$ cat config.mk
export PLATFORM = sky130hd
export DESIGN_NAME = ccrs_regs
export DESIGN_NICKNAME = d
export VERILOG_FILES = /design/src/hw/ccrs_pkg.sv /design/src/hw/ccrs_regs.sv
export VERILOG_INCLUDE_DIRS = /design/src /design/src/hw
export SDC_FILE = /design/constraint.sdc
export NUM_CORES = 1
export LEC_CHECK = 0
export ABC_AREA = 0
export BUFFER_PORTS_ARGS = -buffer_cell sky130_fd_sc_hd__buf_4
export CELL_PAD_IN_SITES_DETAIL_PLACEMENT = 0
export CELL_PAD_IN_SITES_GLOBAL_PLACEMENT = 1
export CORE_ASPECT_RATIO = 0.6
export CORE_UTILIZATION = 37
export CTS_CLUSTER_SIZE = 14
export DETAILED_ROUTE_END_ITERATION = 16
export PLACE_DENSITY_LB_ADDON = 0.2
export SETUP_SLACK_MARGIN = 0.4
export SLEW_MARGIN = 25
export SYNTH_ARGS = -nofsm -noshare
export SYNTH_HDL_FRONTEND = slang
export SYNTH_SLANG_ARGS = --single-unit
$ cat constraint.sdc
create_clock -name clk -period 0.9 [get_ports clk]
set_input_delay 0.09 -clock clk [delete_from_list [all_inputs] [get_ports clk]]
set_output_delay 0.09 -clock clk [all_outputs]
set_load 0.1 [all_outputs]
$ cat src/hw/ccrs_cfg.svh
// Offsets, field positions, reset values and timing counts of the codec control bank.
`ifndef CCRS_CFG_SVH
`define CCRS_CFG_SVH
`define CCRS_ADDR_NOP 5'h00
`define CCRS_ADDR_CTL1 5'h01
`define CCRS_ADDR_CTL2 5'h02
`define CCRS_ADDR_CTL3 5'h03
`define CCRS_ADDR_CTL4 5'h04
`define CCRS_BIT_RNW 13
`define CCRS_ADDR_HI 12
`define CCRS_ADDR_LO 8
`define CCRS_C1_SWRST 7
`define CCRS_C1_PWDN 6
`define CCRS_C1_ADC_AUX 5
`define CCRS_C1_MON_AUX 4
`define CCRS_C1_MGAIN_HI 3
`define CCRS_C1_MGAIN_LO 2
`define CCRS_C1_DLOOP 1
`define CCRS_C1_DAC16 0
`define CCRS_C2_OVF 5
`define CCRS_C2_ADC16 4
`define CCRS_C2_FSD_DIS 2
`define CCRS_C2_RD_MASK 8'hDF
`define CCRS_C3_DLY_HI 5
`define CCRS_C3_SLV_HI 7
`define CCRS_C3_SLV_LO 6
`define CCRS_C4_PLL_BYP 7
`define CCRS_C4_N_HI 6
`define CCRS_C4_N_LO 4
`define CCRS_REG_RESET 8'h00
`define CCRS_DLY_MIN 6'h12
`define CCRS_N_ZERO_VAL 4'h8
`endif

$ cat src/hw/ccrs_pkg.sv
// Types shared by the codec control bank.
package ccrs_pkg;
    typedef struct packed {
        logic valid;
        logic [15:0] word;
    } ccrs_sec_s;
    typedef struct packed {
        logic valid;
        logic [15:0] word;
    } ccrs_rsp_s;
    typedef struct packed {
        logic soft_reset;
        logic power_down;
        logic adc_aux_sel;
        logic mon_aux_sel;
        logic [1:0] mon_gain;
        logic dig_loopback;
        logic dac_16bit;
        logic adc_16bit;
        logic fsd_enable;
        logic [5:0] fsd_delay;
        logic [1:0] slave_count;
        logic [1:0] in_gain;
        logic [1:0] out_gain;
        logic [3:0] rate_div_n;
        logic pll_bypass;
    } ccrs_ctl_s;
    typedef enum logic [1:0] {
        CCRS_IDLE = 2'b00,
        CCRS_RESET = 2'b01
    } ccrs_state_e;
endpackage

$ cat src/hw/ccrs_regs.sv
// Control register bank written and read by secondary serial words.
`timescale 1ns/1ps
`include "ccrs_cfg.svh"
module ccrs_regs (
    input wire logic clk,
    input wire logic rst_n,
    input wire ccrs_pkg::ccrs_sec_s sec_in,
    input wire logic fir_overflow,
    input wire logic fsd_variant,
    output ccrs_pkg::ccrs_rsp_s sec_out,
    output ccrs_pkg::ccrs_ctl_s ctl,
    output logic delay_below_min
);
    logic [7:0] c1_q, c1_d, c2_q, c2_d, c3_q, c3_d, c4_q, c4_d;
    ccrs_pkg::ccrs_rsp_s rsp_q, rsp_d;
    ccrs_pkg::ccrs_state_e st_q, st_d;
    logic [4:0] addr;
    logic rnw;
    logic [7:0] wdata;
    logic [7:0] rdata;
    logic hit_ok;
    logic addr_ok;

    assign addr = sec_in.word[`CCRS_ADDR_HI:`CCRS_ADDR_LO];
    assign wdata = sec_in.word[7:0];
    assign rnw = sec_in.word[`CCRS_BIT_RNW];
    // Upper bits must be zero or the word is ignored like a no-op.
    assign hit_ok = sec_in.valid && (sec_in.word[15:14] == 2'b00);
    assign addr_ok = (addr >= `CCRS_ADDR_CTL1) && (addr <= `CCRS_ADDR_CTL4);

    always_comb begin
        case (addr)
            `CCRS_ADDR_CTL1: rdata = c1_q;
            // Overflow bit reads live state; the stored bit 5 is masked off.
            `CCRS_ADDR_CTL2: rdata = (c2_q & `CCRS_C2_RD_MASK)
                | ({7'h00, fir_overflow} << `CCRS_C2_OVF);
            `CCRS_ADDR_CTL3: rdata = c3_q;
            `CCRS_ADDR_CTL4: rdata = c4_q;
            default: rdata = 8'h00;
        endcase
    end

    always_comb begin
        c1_d = c1_q;
        c2_d = c2_q;
        c3_d = c3_q;
        c4_d = c4_q;
        st_d = ccrs_pkg::CCRS_IDLE;
        rsp_d.valid = 1'b0;
        rsp_d.word = rsp_q.word;
        // The reset bit lives one cycle, then clears itself.
        if (st_q == ccrs_pkg::CCRS_RESET) begin
            c1_d[`CCRS_C1_SWRST] = 1'b0;
        end
        if (hit_ok && !rnw) begin
            case (addr)
                `CCRS_ADDR_CTL1: begin
                    c1_d = wdata;
                    if (wdata[`CCRS_C1_SWRST]) begin
                        st_d = ccrs_pkg::CCRS_RESET;
                    end
                end
                `CCRS_ADDR_CTL2: c2_d = wdata;
                `CCRS_ADDR_CTL3: c3_d = wdata;
                `CCRS_ADDR_CTL4: c4_d = wdata;
                default: c1_d = c1_d;
            endcase
        end
        if (hit_ok && rnw && addr_ok) begin
            rsp_d.valid = 1'b1;
            rsp_d.word = {sec_in.word[15:8], rdata};
        end
    end

    always_ff @(posedge clk or negedge rst_n) begin
        if (!rst_n) begin
            c1_q <= `CCRS_REG_RESET;
            c2_q <= `CCRS_REG_RESET;
            c3_q <= `CCRS_REG_RESET;
            c4_q <= `CCRS_REG_RESET;
            st_q <= ccrs_pkg::CCRS_IDLE;
            rsp_q <= '0;
        end else begin
            c1_q <= c1_d;
            c2_q <= c2_d;
            c3_q <= c3_d;
            c4_q <= c4_d;
            st_q <= st_d;
            rsp_q <= rsp_d;
        end
    end

    assign sec_out = rsp_q;

    always_comb begin
        ctl.soft_reset = c1_q[`CCRS_C1_SWRST];
        ctl.power_down = c1_q[`CCRS_C1_PWDN];
        ctl.adc_aux_sel = c1_q[`CCRS_C1_ADC_AUX];
        ctl.mon_aux_sel = c1_q[`CCRS_C1_MON_AUX];
        ctl.mon_gain = c1_q[`CCRS_C1_MGAIN_HI:`CCRS_C1_MGAIN_LO];
        ctl.dig_loopback = c1_q[`CCRS_C1_DLOOP];
        ctl.dac_16bit = c1_q[`CCRS_C1_DAC16];
        ctl.adc_16bit = c2_q[`CCRS_C2_ADC16];
        // The other variant has no delayed marker at all.
        ctl.fsd_enable = fsd_variant && !c2_q[`CCRS_C2_FSD_DIS];
        ctl.fsd_delay = c3_q[`CCRS_C3_DLY_HI:0];
        ctl.slave_count = c3_q[`CCRS_C3_SLV_HI:`CCRS_C3_SLV_LO];
        ctl.in_gain = c4_q[3:2];
        ctl.out_gain = c4_q[1:0];
        ctl.pll_bypass = c4_q[`CCRS_C4_PLL_BYP];
        // Code zero stands for the largest divisor.
        ctl.rate_div_n = (c4_q[`CCRS_C4_N_HI:`CCRS_C4_N_LO] == 3'h0)
            ? `CCRS_N_ZERO_VAL : {1'b0, c4_q[`CCRS_C4_N_HI:`CCRS_C4_N_LO]};
    end

    // Flags a delay the host should never program; no correction applied.
    assign delay_below_min = (c3_q[5:0] < `CCRS_DLY_MIN);

    // Decoded strobes shared by the checks below; each names one access
    // kind so that a check reads as the rule it guards.
    logic wr_c1, wr_c2, wr_c3, wr_c4, rd_hit;
    assign wr_c1 = hit_ok && !rnw && (addr == `CCRS_ADDR_CTL1);
    assign wr_c2 = hit_ok && !rnw && (addr == `CCRS_ADDR_CTL2);
    assign wr_c3 = hit_ok && !rnw && (addr == `CCRS_ADDR_CTL3);
    assign wr_c4 = hit_ok && !rnw && (addr == `CCRS_ADDR_CTL4);
    assign rd_hit = hit_ok && rnw && addr_ok;

    // A reset request must show up on the very next cycle.
    a_swrst_sets: assert property (
        @(posedge clk) disable iff (!rst_n)
        wr_c1 && wdata[`CCRS_C1_SWRST]
        |=> ctl.soft_reset
    ) else $error("soft reset bit not set");

    // Only a fresh request may keep the reset bit up a second cycle.
    a_swrst_clears: assert property (
        @(posedge clk) disable iff (!rst_n)
        ctl.soft_reset
        |=> !ctl.soft_reset || $past(wr_c1 && wdata[`CCRS_C1_SWRST])
    ) else $error("soft reset bit did not self clear");

    a_swrst_state: assert property (
        @(posedge clk) disable iff (!rst_n)
        ctl.soft_reset
        |-> st_q == ccrs_pkg::CCRS_RESET
    ) else $error("clearing state missing");

    // The whole byte lands, the reset bit included, for one cycle.
    a_c1_lands: assert property (
        @(posedge clk) disable iff (!rst_n)
        wr_c1
        |=> c1_q == $past(wdata)
    ) else $error("control1 write lost");

    a_c2_lands: assert property (
        @(posedge clk) disable iff (!rst_n)
        wr_c2
        |=> c2_q == $past(wdata)
    ) else $error("control2 write lost");

    a_write_lands: assert property (
        @(posedge clk) disable iff (!rst_n)
        wr_c3
        |=> c3_q == $past(wdata)
    ) else $error("control3 write lost");

    a_c4_lands: assert property (
        @(posedge clk) disable iff (!rst_n)
        wr_c4
        |=> c4_q == $past(wdata)
    ) else $error("control4 write lost");

    // Without a write the stored bytes of control2 to control4 never drift.
    a_hold_quiet: assert property (
        @(posedge clk) disable iff (!rst_n)
        !(hit_ok && !rnw)
        |=> $stable(c2_q) && $stable(c3_q) && $stable(c4_q)
    ) else $error("register changed without a write");

    a_write_silent: assert property (
        @(posedge clk) disable iff (!rst_n)
        hit_ok && !rnw
        |=> !sec_out.valid
    ) else $error("write answered");

    // The answer carries the byte as it stood when the read was taken.
    a_read_answer: assert property (
        @(posedge clk) disable iff (!rst_n)
        rd_hit
        |=> sec_out.valid && sec_out.word[7:0] == $past(rdata)
    ) else $error("read answer wrong");

    a_read_echo: assert property (
        @(posedge clk) disable iff (!rst_n)
        rd_hit
        |=> sec_out.word[15:8] == $past(sec_in.word[15:8])
    ) else $error("read echo wrong");

    a_read_no_write: assert property (
        @(posedge clk) disable iff (!rst_n)
        hit_ok && rnw
        |=> $stable(c4_q) && $stable(c3_q) && $stable(c2_q)
    ) else $error("read changed a register");

    // An answer is a single-cycle pulse, never spontaneous.
    a_idle_quiet: assert property (
        @(posedge clk) disable iff (!rst_n)
        !sec_in.valid
        |=> !sec_out.valid
    ) else $error("answer without request");

    // Bit 7 may still be clearing from an earlier reset request.
    a_nop_ignored: assert property (
        @(posedge clk) disable iff (!rst_n)
        sec_in.valid && addr == `CCRS_ADDR_NOP
        |=> $stable(c1_q[6:0]) && $stable(c2_q) && $stable(c3_q)
    ) else $error("no-op changed a register");

    a_nop_silent: assert property (
        @(posedge clk) disable iff (!rst_n)
        sec_in.valid && addr == `CCRS_ADDR_NOP
        |=> !sec_out.valid && $stable(c4_q)
    ) else $error("no-op answered");

    // Unmapped places neither answer nor disturb the bank.
    a_high_addr: assert property (
        @(posedge clk) disable iff (!rst_n)
        sec_in.valid && addr > `CCRS_ADDR_CTL4
        |=> !sec_out.valid && $stable(c3_q) && $stable(c4_q)
    ) else $error("unmapped address acted");

    // A word with its top bits set is dropped as a whole.
    a_upper_bits: assert property (
        @(posedge clk) disable iff (!rst_n)
        sec_in.valid && sec_in.word[15:14] != 2'b00
        |=> !sec_out.valid
    ) else $error("bad word answered");

    a_upper_nowrite: assert property (
        @(posedge clk) disable iff (!rst_n)
        sec_in.valid && sec_in.word[15:14] != 2'b00
        |=> $stable(c2_q) && $stable(c3_q) && $stable(c4_q)
    ) else $error("bad word wrote a register");

    // The flag is sampled live in the cycle the read is taken.
    a_ovf_read: assert property (
        @(posedge clk) disable iff (!rst_n)
        rd_hit && addr == `CCRS_ADDR_CTL2
        |=> sec_out.word[5] == $past(fir_overflow)
    ) else $error("overflow flag not reported");

    // Code zero stands for the largest divisor.
    a_rate_code: assert property (
        @(posedge clk) disable iff (!rst_n)
        c4_q[6:4] == 3'h0
        |-> ctl.rate_div_n == 4'h8
    ) else $error("divisor code zero not eight");

    a_rate_plain: assert property (
        @(posedge clk) disable iff (!rst_n)
        c4_q[6:4] != 3'h0
        |-> ctl.rate_div_n == {1'b0, c4_q[6:4]}
    ) else $error("divisor code not passed through");

    // The variant without a delayed marker never enables it.
    a_fsd_gate: assert property (
        @(posedge clk) disable iff (!rst_n)
        !fsd_variant
        |-> !ctl.fsd_enable
    ) else $error("delayed marker on wrong variant");

    a_fsd_on: assert property (
        @(posedge clk) disable iff (!rst_n)
        fsd_variant && !c2_q[`CCRS_C2_FSD_DIS]
        |-> ctl.fsd_enable
    ) else $error("delayed marker not enabled");

    // Each field follows the byte written one cycle earlier.
    a_pwdn_write: assert property (
        @(posedge clk) disable iff (!rst_n)
        wr_c1
        |=> ctl.power_down == $past(wdata[6])
    ) else $error("power down field wrong");

    a_adc_select: assert property (
        @(posedge clk) disable iff (!rst_n)
        wr_c1
        |=> ctl.adc_aux_sel == $past(wdata[5])
    ) else $error("converter input select wrong");

    a_mon_select: assert property (
        @(posedge clk) disable iff (!rst_n)
        wr_c1
        |=> ctl.mon_aux_sel == $past(wdata[4])
    ) else $error("monitor input select wrong");

    a_mon_gain: assert property (
        @(posedge clk) disable iff (!rst_n)
        wr_c1
        |=> ctl.mon_gain == $past(wdata[3:2])
    ) else $error("monitor gain wrong");

    a_loopback_write: assert property (
        @(posedge clk) disable iff (!rst_n)
        wr_c1
        |=> ctl.dig_loopback == $past(wdata[1])
    ) else $error("loopback field wrong");

    a_dac_mode: assert property (
        @(posedge clk) disable iff (!rst_n)
        wr_c1
        |=> ctl.dac_16bit == $past(wdata[0])
    ) else $error("playback word mode wrong");

    // Capture word mode is kept apart from the playback mode.
    a_adc_mode: assert property (
        @(posedge clk) disable iff (!rst_n)
        wr_c2
        |=> ctl.adc_16bit == $past(wdata[4])
    ) else $error("capture word mode wrong");

    // A short delay is kept as written; only the flag reports it.
    a_fsd_delay: assert property (
        @(posedge clk) disable iff (!rst_n)
        wr_c3
        |=> ctl.fsd_delay == $past(wdata[5:0])
    ) else $error("marker delay wrong");

    a_slave_count: assert property (
        @(posedge clk) disable iff (!rst_n)
        wr_c3
        |=> ctl.slave_count == $past(wdata[7:6])
    ) else $error("slave count wrong");

    // Mute is a code of its own, so gains pass through unchanged.
    a_in_gain: assert property (
        @(posedge clk) disable iff (!rst_n)
        wr_c4
        |=> ctl.in_gain == $past(wdata[3:2])
    ) else $error("input gain wrong");

    a_out_gain: assert property (
        @(posedge clk) disable iff (!rst_n)
        wr_c4
        |=> ctl.out_gain == $past(wdata[1:0])
    ) else $error("output gain wrong");
endmodule

======== Yosys cells after proc, flatten, opt, wreduce, memory -nomap -nowiden ========
Cells that the tools add are included.
cells by class
  order comparisons ....................... 3
  equality and inequality tests ........... 5
  mux-type cells .......................... 9
  bitwise logic cells ..................... 1
  reduce and logical (&&, ||, !) cells .... 14
operators with widths
  kind                                                                           count
  8-bit case mux with 4 select lines                                             1
  17-bit 2-to-1 mux                                                              1
  8-bit 2-to-1 mux                                                               2
  5-bit by 2-bit equality test with 1-bit output (second input constant)         2
  8-bit by 6-bit bitwise OR with 8-bit output                                    1
  2-bit AND reduction                                                            4
  1-bit logical AND                                                              6
  6-bit by 5-bit less-than comparator with 1-bit output (second input constant)  1
  5-bit by 1-bit equality test with 1-bit output (second input constant)         1
  5-bit by 3-bit equality test with 1-bit output (second input constant)         1
  5-bit by 1-bit >= comparator with 1-bit output (second input constant)         1
  5-bit by 3-bit <= comparator with 1-bit output (second input constant)         1
  1-bit 2-to-1 mux                                                               4
  4-bit 2-to-1 mux                                                               1
  3-bit logical NOT                                                              1
  2-bit by 1-bit equality test with 1-bit output (second input constant)         1
  1-bit logical NOT                                                              2
  2-bit logical NOT                                                              1
storage, ports and cells
  register bits after elaboration ......... 51
  input bits .............................. 21
  output and inout bits ................... 45
  logic and storage cells ................. 40

======== Depth between registers and ports, before layout ========
  depth after elaboration ................. 5
  mapped depth ............................ 7
  gate-level depth less buffers ........... 3

======== Worst setup path after synthesis ========
Ideal clock, no wire load.
  path kind ............................... register to output
  start ................................... reg c3_q[3]
  end ..................................... out delay_below_min
  data arrival time ....................... 2.720 ns
  data required time ...................... 0.810 ns
  path slack .............................. -1.910 ns
  cell stages (with the launch flop) ...... 3
  path buffers ............................ 0
  cells stage by stage .................... dfrtp_1 > or3_1 > a21oi_1
on the way
  longest elaborated chain between the ends .. 1
ends and longest elaborated chain
  item                                                                    line             source
  start: declaration                                                      ccrs_regs.sv:14  logic [7:0] c1_q, c1_d, c2_q, c2_d, c3_q, c3_d, c4_q, c4_d;
  start signal: assignment                                                ccrs_regs.sv:79  c3_q <= `CCRS_REG_RESET;
  6-bit by 5-bit less-than comparator with 1-bit output (no source line)  --
  end: declaration                                                        ccrs_regs.sv:12  output logic delay_below_min
Every way passes these cells.

======== Worst setup path after layout ========
Ends and elaborated chain as after synthesis.

==> results.toml <==
[critical_path]
path_class = "flop to output pin"
crit_path_max_fanout = 2
required_ns = 0.81
cp_slowest_cell = "dfrtp_4"
critPathCaptureType = "output pin"
cpPeakStageDelay_ns = 0.48
worst_ep_arrival_time_ns = 1.48
startpoint_type = "flop"
worstPathCellList = "or3_4, a21oi_4, buf_12"

[routing]
drt_pass1_iterations = 4
vias = 2011
ant_nets = 0
wirelength_mm = 7.30
wl_per_cell_um = 18.6
post-route-drc-count = 0
vias_per_cell = 5.12
drt_iter0_markers = 46

[clock_tree]
ctsRootBufferMaster = "clkbuf_8"
cts_made_buffers = 5
clock_path_buffers = 2
numClockSinks = 49
insertion_delay_ns = 0.30
ctsHtreeMaxLevel = 2
clkTransAtPathRegs_ns = 0.09
cts_tree = "done"

[run_status]
violations = "negative hold slack, negative setup slack"
outcome = "complete, but fails checks"

[sta]
rsz0062_at_grt = "yes"
relSlewSlack_pct = 81.6
final_hold_viol_count = 49
post-route-min-period_ns = 1.57
fmax_ghz = 0.638
worst_hold_slack_ns = -0.251
tightest_slew_ns = 0.272
setup_slack_ns = -0.668
slew_violations = 0
finClkSkew_ns = 0.00971
setup_viol = 92
final.period_utilization_pct = 174

[place]
place_congestion = 0.765
port_buffers = 65
place_inst = 360
post-dp-hpwl_mm = 4.61

[synth]
synthCells = 183
synth_area_mm2 = 0.00240
yosys-mux-area-fraction_pct = 19.7
synth_top_area_share_pct = 51.1
syn_avg_cell_area_um2 = 13.1
synth_xor_xnor_area_share_pct = 0
yosys.area_share.adder_pct = 0
ys_seq_area_share_pct = 51.1
yosysUniqueCellTypes = 33
synth-compound-area-share_pct = 7.56
synth_top_family_by_area = "multiplexers"
ys_ff_latch = 49
synth_area_leaders = "dfrtp_1, mux2_2, and3b_1"
synthesis.nets = 204
yosysWarnings = 0
yosys.area_share.simple_pct = 16.3
yosys.area.top_type = "dfrtp_1"

[global_routing]
track_usage_pct = 23.3
grt_pass1_vias = 2156
grt_overflow_total = 0
grt_max_degree = 50
antenna_found_initial = 0
grt_pass1_wl_mm = 11.9

[cells_and_area]
fin_util_pct = 74.0
nets = 329
seq_area_mm2 = 0.00135
nFillCells = 393
area_growth_pct = 91.0
multi_input_area_mm2 = 0.00124
antenna_cells = 0
drive_above_1_share_pct = 81.2
fin_cells = 393

[power_and_ir_drop]
ir_drop_uv = 932
leakagePower_nw = 2.15
pwr_density_cell_mw_per_mm2 = 1600

[die]
io_pins = 66
start_util_pct = 38.8
dieArea_mm2 = 0.00683
num_rows = 22
dieWidth_um = 106
die_h_um = 64.4
placeableCoreArea_mm2 = 0.00619

[run]
max_cap_violations = 0

[worst_hold_path]
hold_class = "input pin to async pin"
==> sequential cells by signal (all words and copies together), names as in the netlist <==
signal	count
st_q	1
sec_out	17
c2_q	7
c3_q	8
c1_q	8
c4_q	8
==> final timing paths <==
kind                       startpoint         endpoint  slack, ns  cells past startpoint
max                           c3_q[3]  delay_below_min      -0.67                      3
min                             rst_n          c2_q[4]      -0.25                      2
max reg2reg                   c3_q[3]       sec_out[3]      -0.45                      6
min reg2reg                   c2_q[3]          c2_q[3]       0.51                      1
max in group asynchronous       rst_n       sec_out[7]       0.89                      2
min in group clk            sec_in[5]          c1_q[5]       0.04                      2
==> per-stage QoR <==
step | area, um2 | setup slack (ns) | power [mW] | TNS (ns)
finish | 4590 | -0.668 | 7.33 | -16.88
CTS | 4520 | -0.686 | 7.35 | -16.14
global route | 4590 | -0.706 | 7.59 | -19.36
detailed placement | 3460 | -0.543 | 4.99 | -21.72
floorplan | 2750 | -0.804 | 4.39 | -18.17
global placement | 3460 | -0.520 | 4.97 | -21.13
==> kinds of logic (layout without fill, tap and decap cells) <==
kind of cell,after synthesis,in the layout
mux,41,41
simple gates,47,47
buf+inv,19,145
compound gates,27,27
flops,49,49
==> cells in the final DEF, fill, tap and decap left out, types with 2 or more instances in the layout <==
cell type,synthesis,final
a31oi_1,8,8
a41oi_1,8,8
and2b_2,4,4
and3b_1,17,16
buf_12,0,46
buf_4,6,44
buf_6,3,44
buf_8,1,2
clkbuf_8,0,5
dfrtp_1,49,14
dfrtp_2,0,4
dfrtp_4,0,31
mux2_2,38,21
mux2_4,3,20
nand2_1,8,2
nand2_2,0,6
nor2b_4,0,2
nor3_4,0,2
nor4b_4,1,2
o21ai_0,8,3
o21ai_1,0,3
o21ai_2,1,3
or3_4,1,2
==> worst max-delay path, delay by kind of cell, from the launching register on <==
family,cells,cell delay [ns]
DFF,1,0.48
and+or+nand+nor,1,0.34
buffers and inverters,1,0.19
AOI/OAI and AO/OA,1,0.16
==> timing repair <==
action,CTS,global route
resized for setup,202,11
setup endpoints to repair,94,94
gates cloned,1,0
endpoints found under the hold margin,49,49
setup buffers,20,4
pin swaps,30,6
==> layout make-up <==
class                      count  area share [%]
tap                           84            2.29
timing repair buffer         137            38.9
multi-input combinational    115            27.0
clock inverter                 3            1.01
clock buffer                   5            1.50
sequential                    49            29.4
==> power breakdown <==
group	leakage, nW	internal, mW	total [mW]	switching (mW)
sequential	0.602	2.47	2.67	0.199
combinational	1.49	1.26	3.07	1.82
clock	0.0543	0.832	1.58	0.751
total	2.15	4.56	7.33	2.77
==> Yosys cell counts <==
| library cell | instances |
|---|---|
| nand2b_1 | 1 |
| clkbuf_1 | 7 |
| o21ai_0 | 8 |
| and4b_1 | 1 |
| nand4_2 | 1 |
| or2_1 | 1 |
| nor3b_2 | 2 |
| buf_4 | 6 |
| a41oi_1 | 8 |
| buf_8 | 1 |
| nand2_1 | 8 |
| mux2_4 | 3 |
| buf_2 | 2 |
| a21oi_1 | 1 |
| nand3_1 | 1 |
| mux2_2 | 38 |
| a31oi_1 | 8 |
| nor3_2 | 1 |
| nor2b_1 | 2 |
| or3_4 | 1 |
| nor3_1 | 1 |
| nor4b_2 | 1 |
| and3b_1 | 17 |
| and4_1 | 1 |
| or3_1 | 1 |
| nor2_1 | 1 |
| o21ai_2 | 1 |
| o21bai_1 | 1 |
| dfrtp_1 | 49 |
| nor4b_4 | 1 |
| and2b_2 | 4 |
| nand4b_2 | 1 |
| buf_6 | 3 |
==> routing by layer <==
| metal | GRT usage (%) | share of wire, % | up-vias |
|---|---|---|---|
| met5 | 0 | 0 | - |
| met4 | 4.86 | 0.63 | 0 |
| met3 | 4.69 | 3.5 | 7 |
| met2 | 38.8 | 49 | 45 |
| met1 | 31.6 | 46 | 1039 |
| li1 | - | - | 920 |
Note: power is estimated with default switching activity, not from simulation.
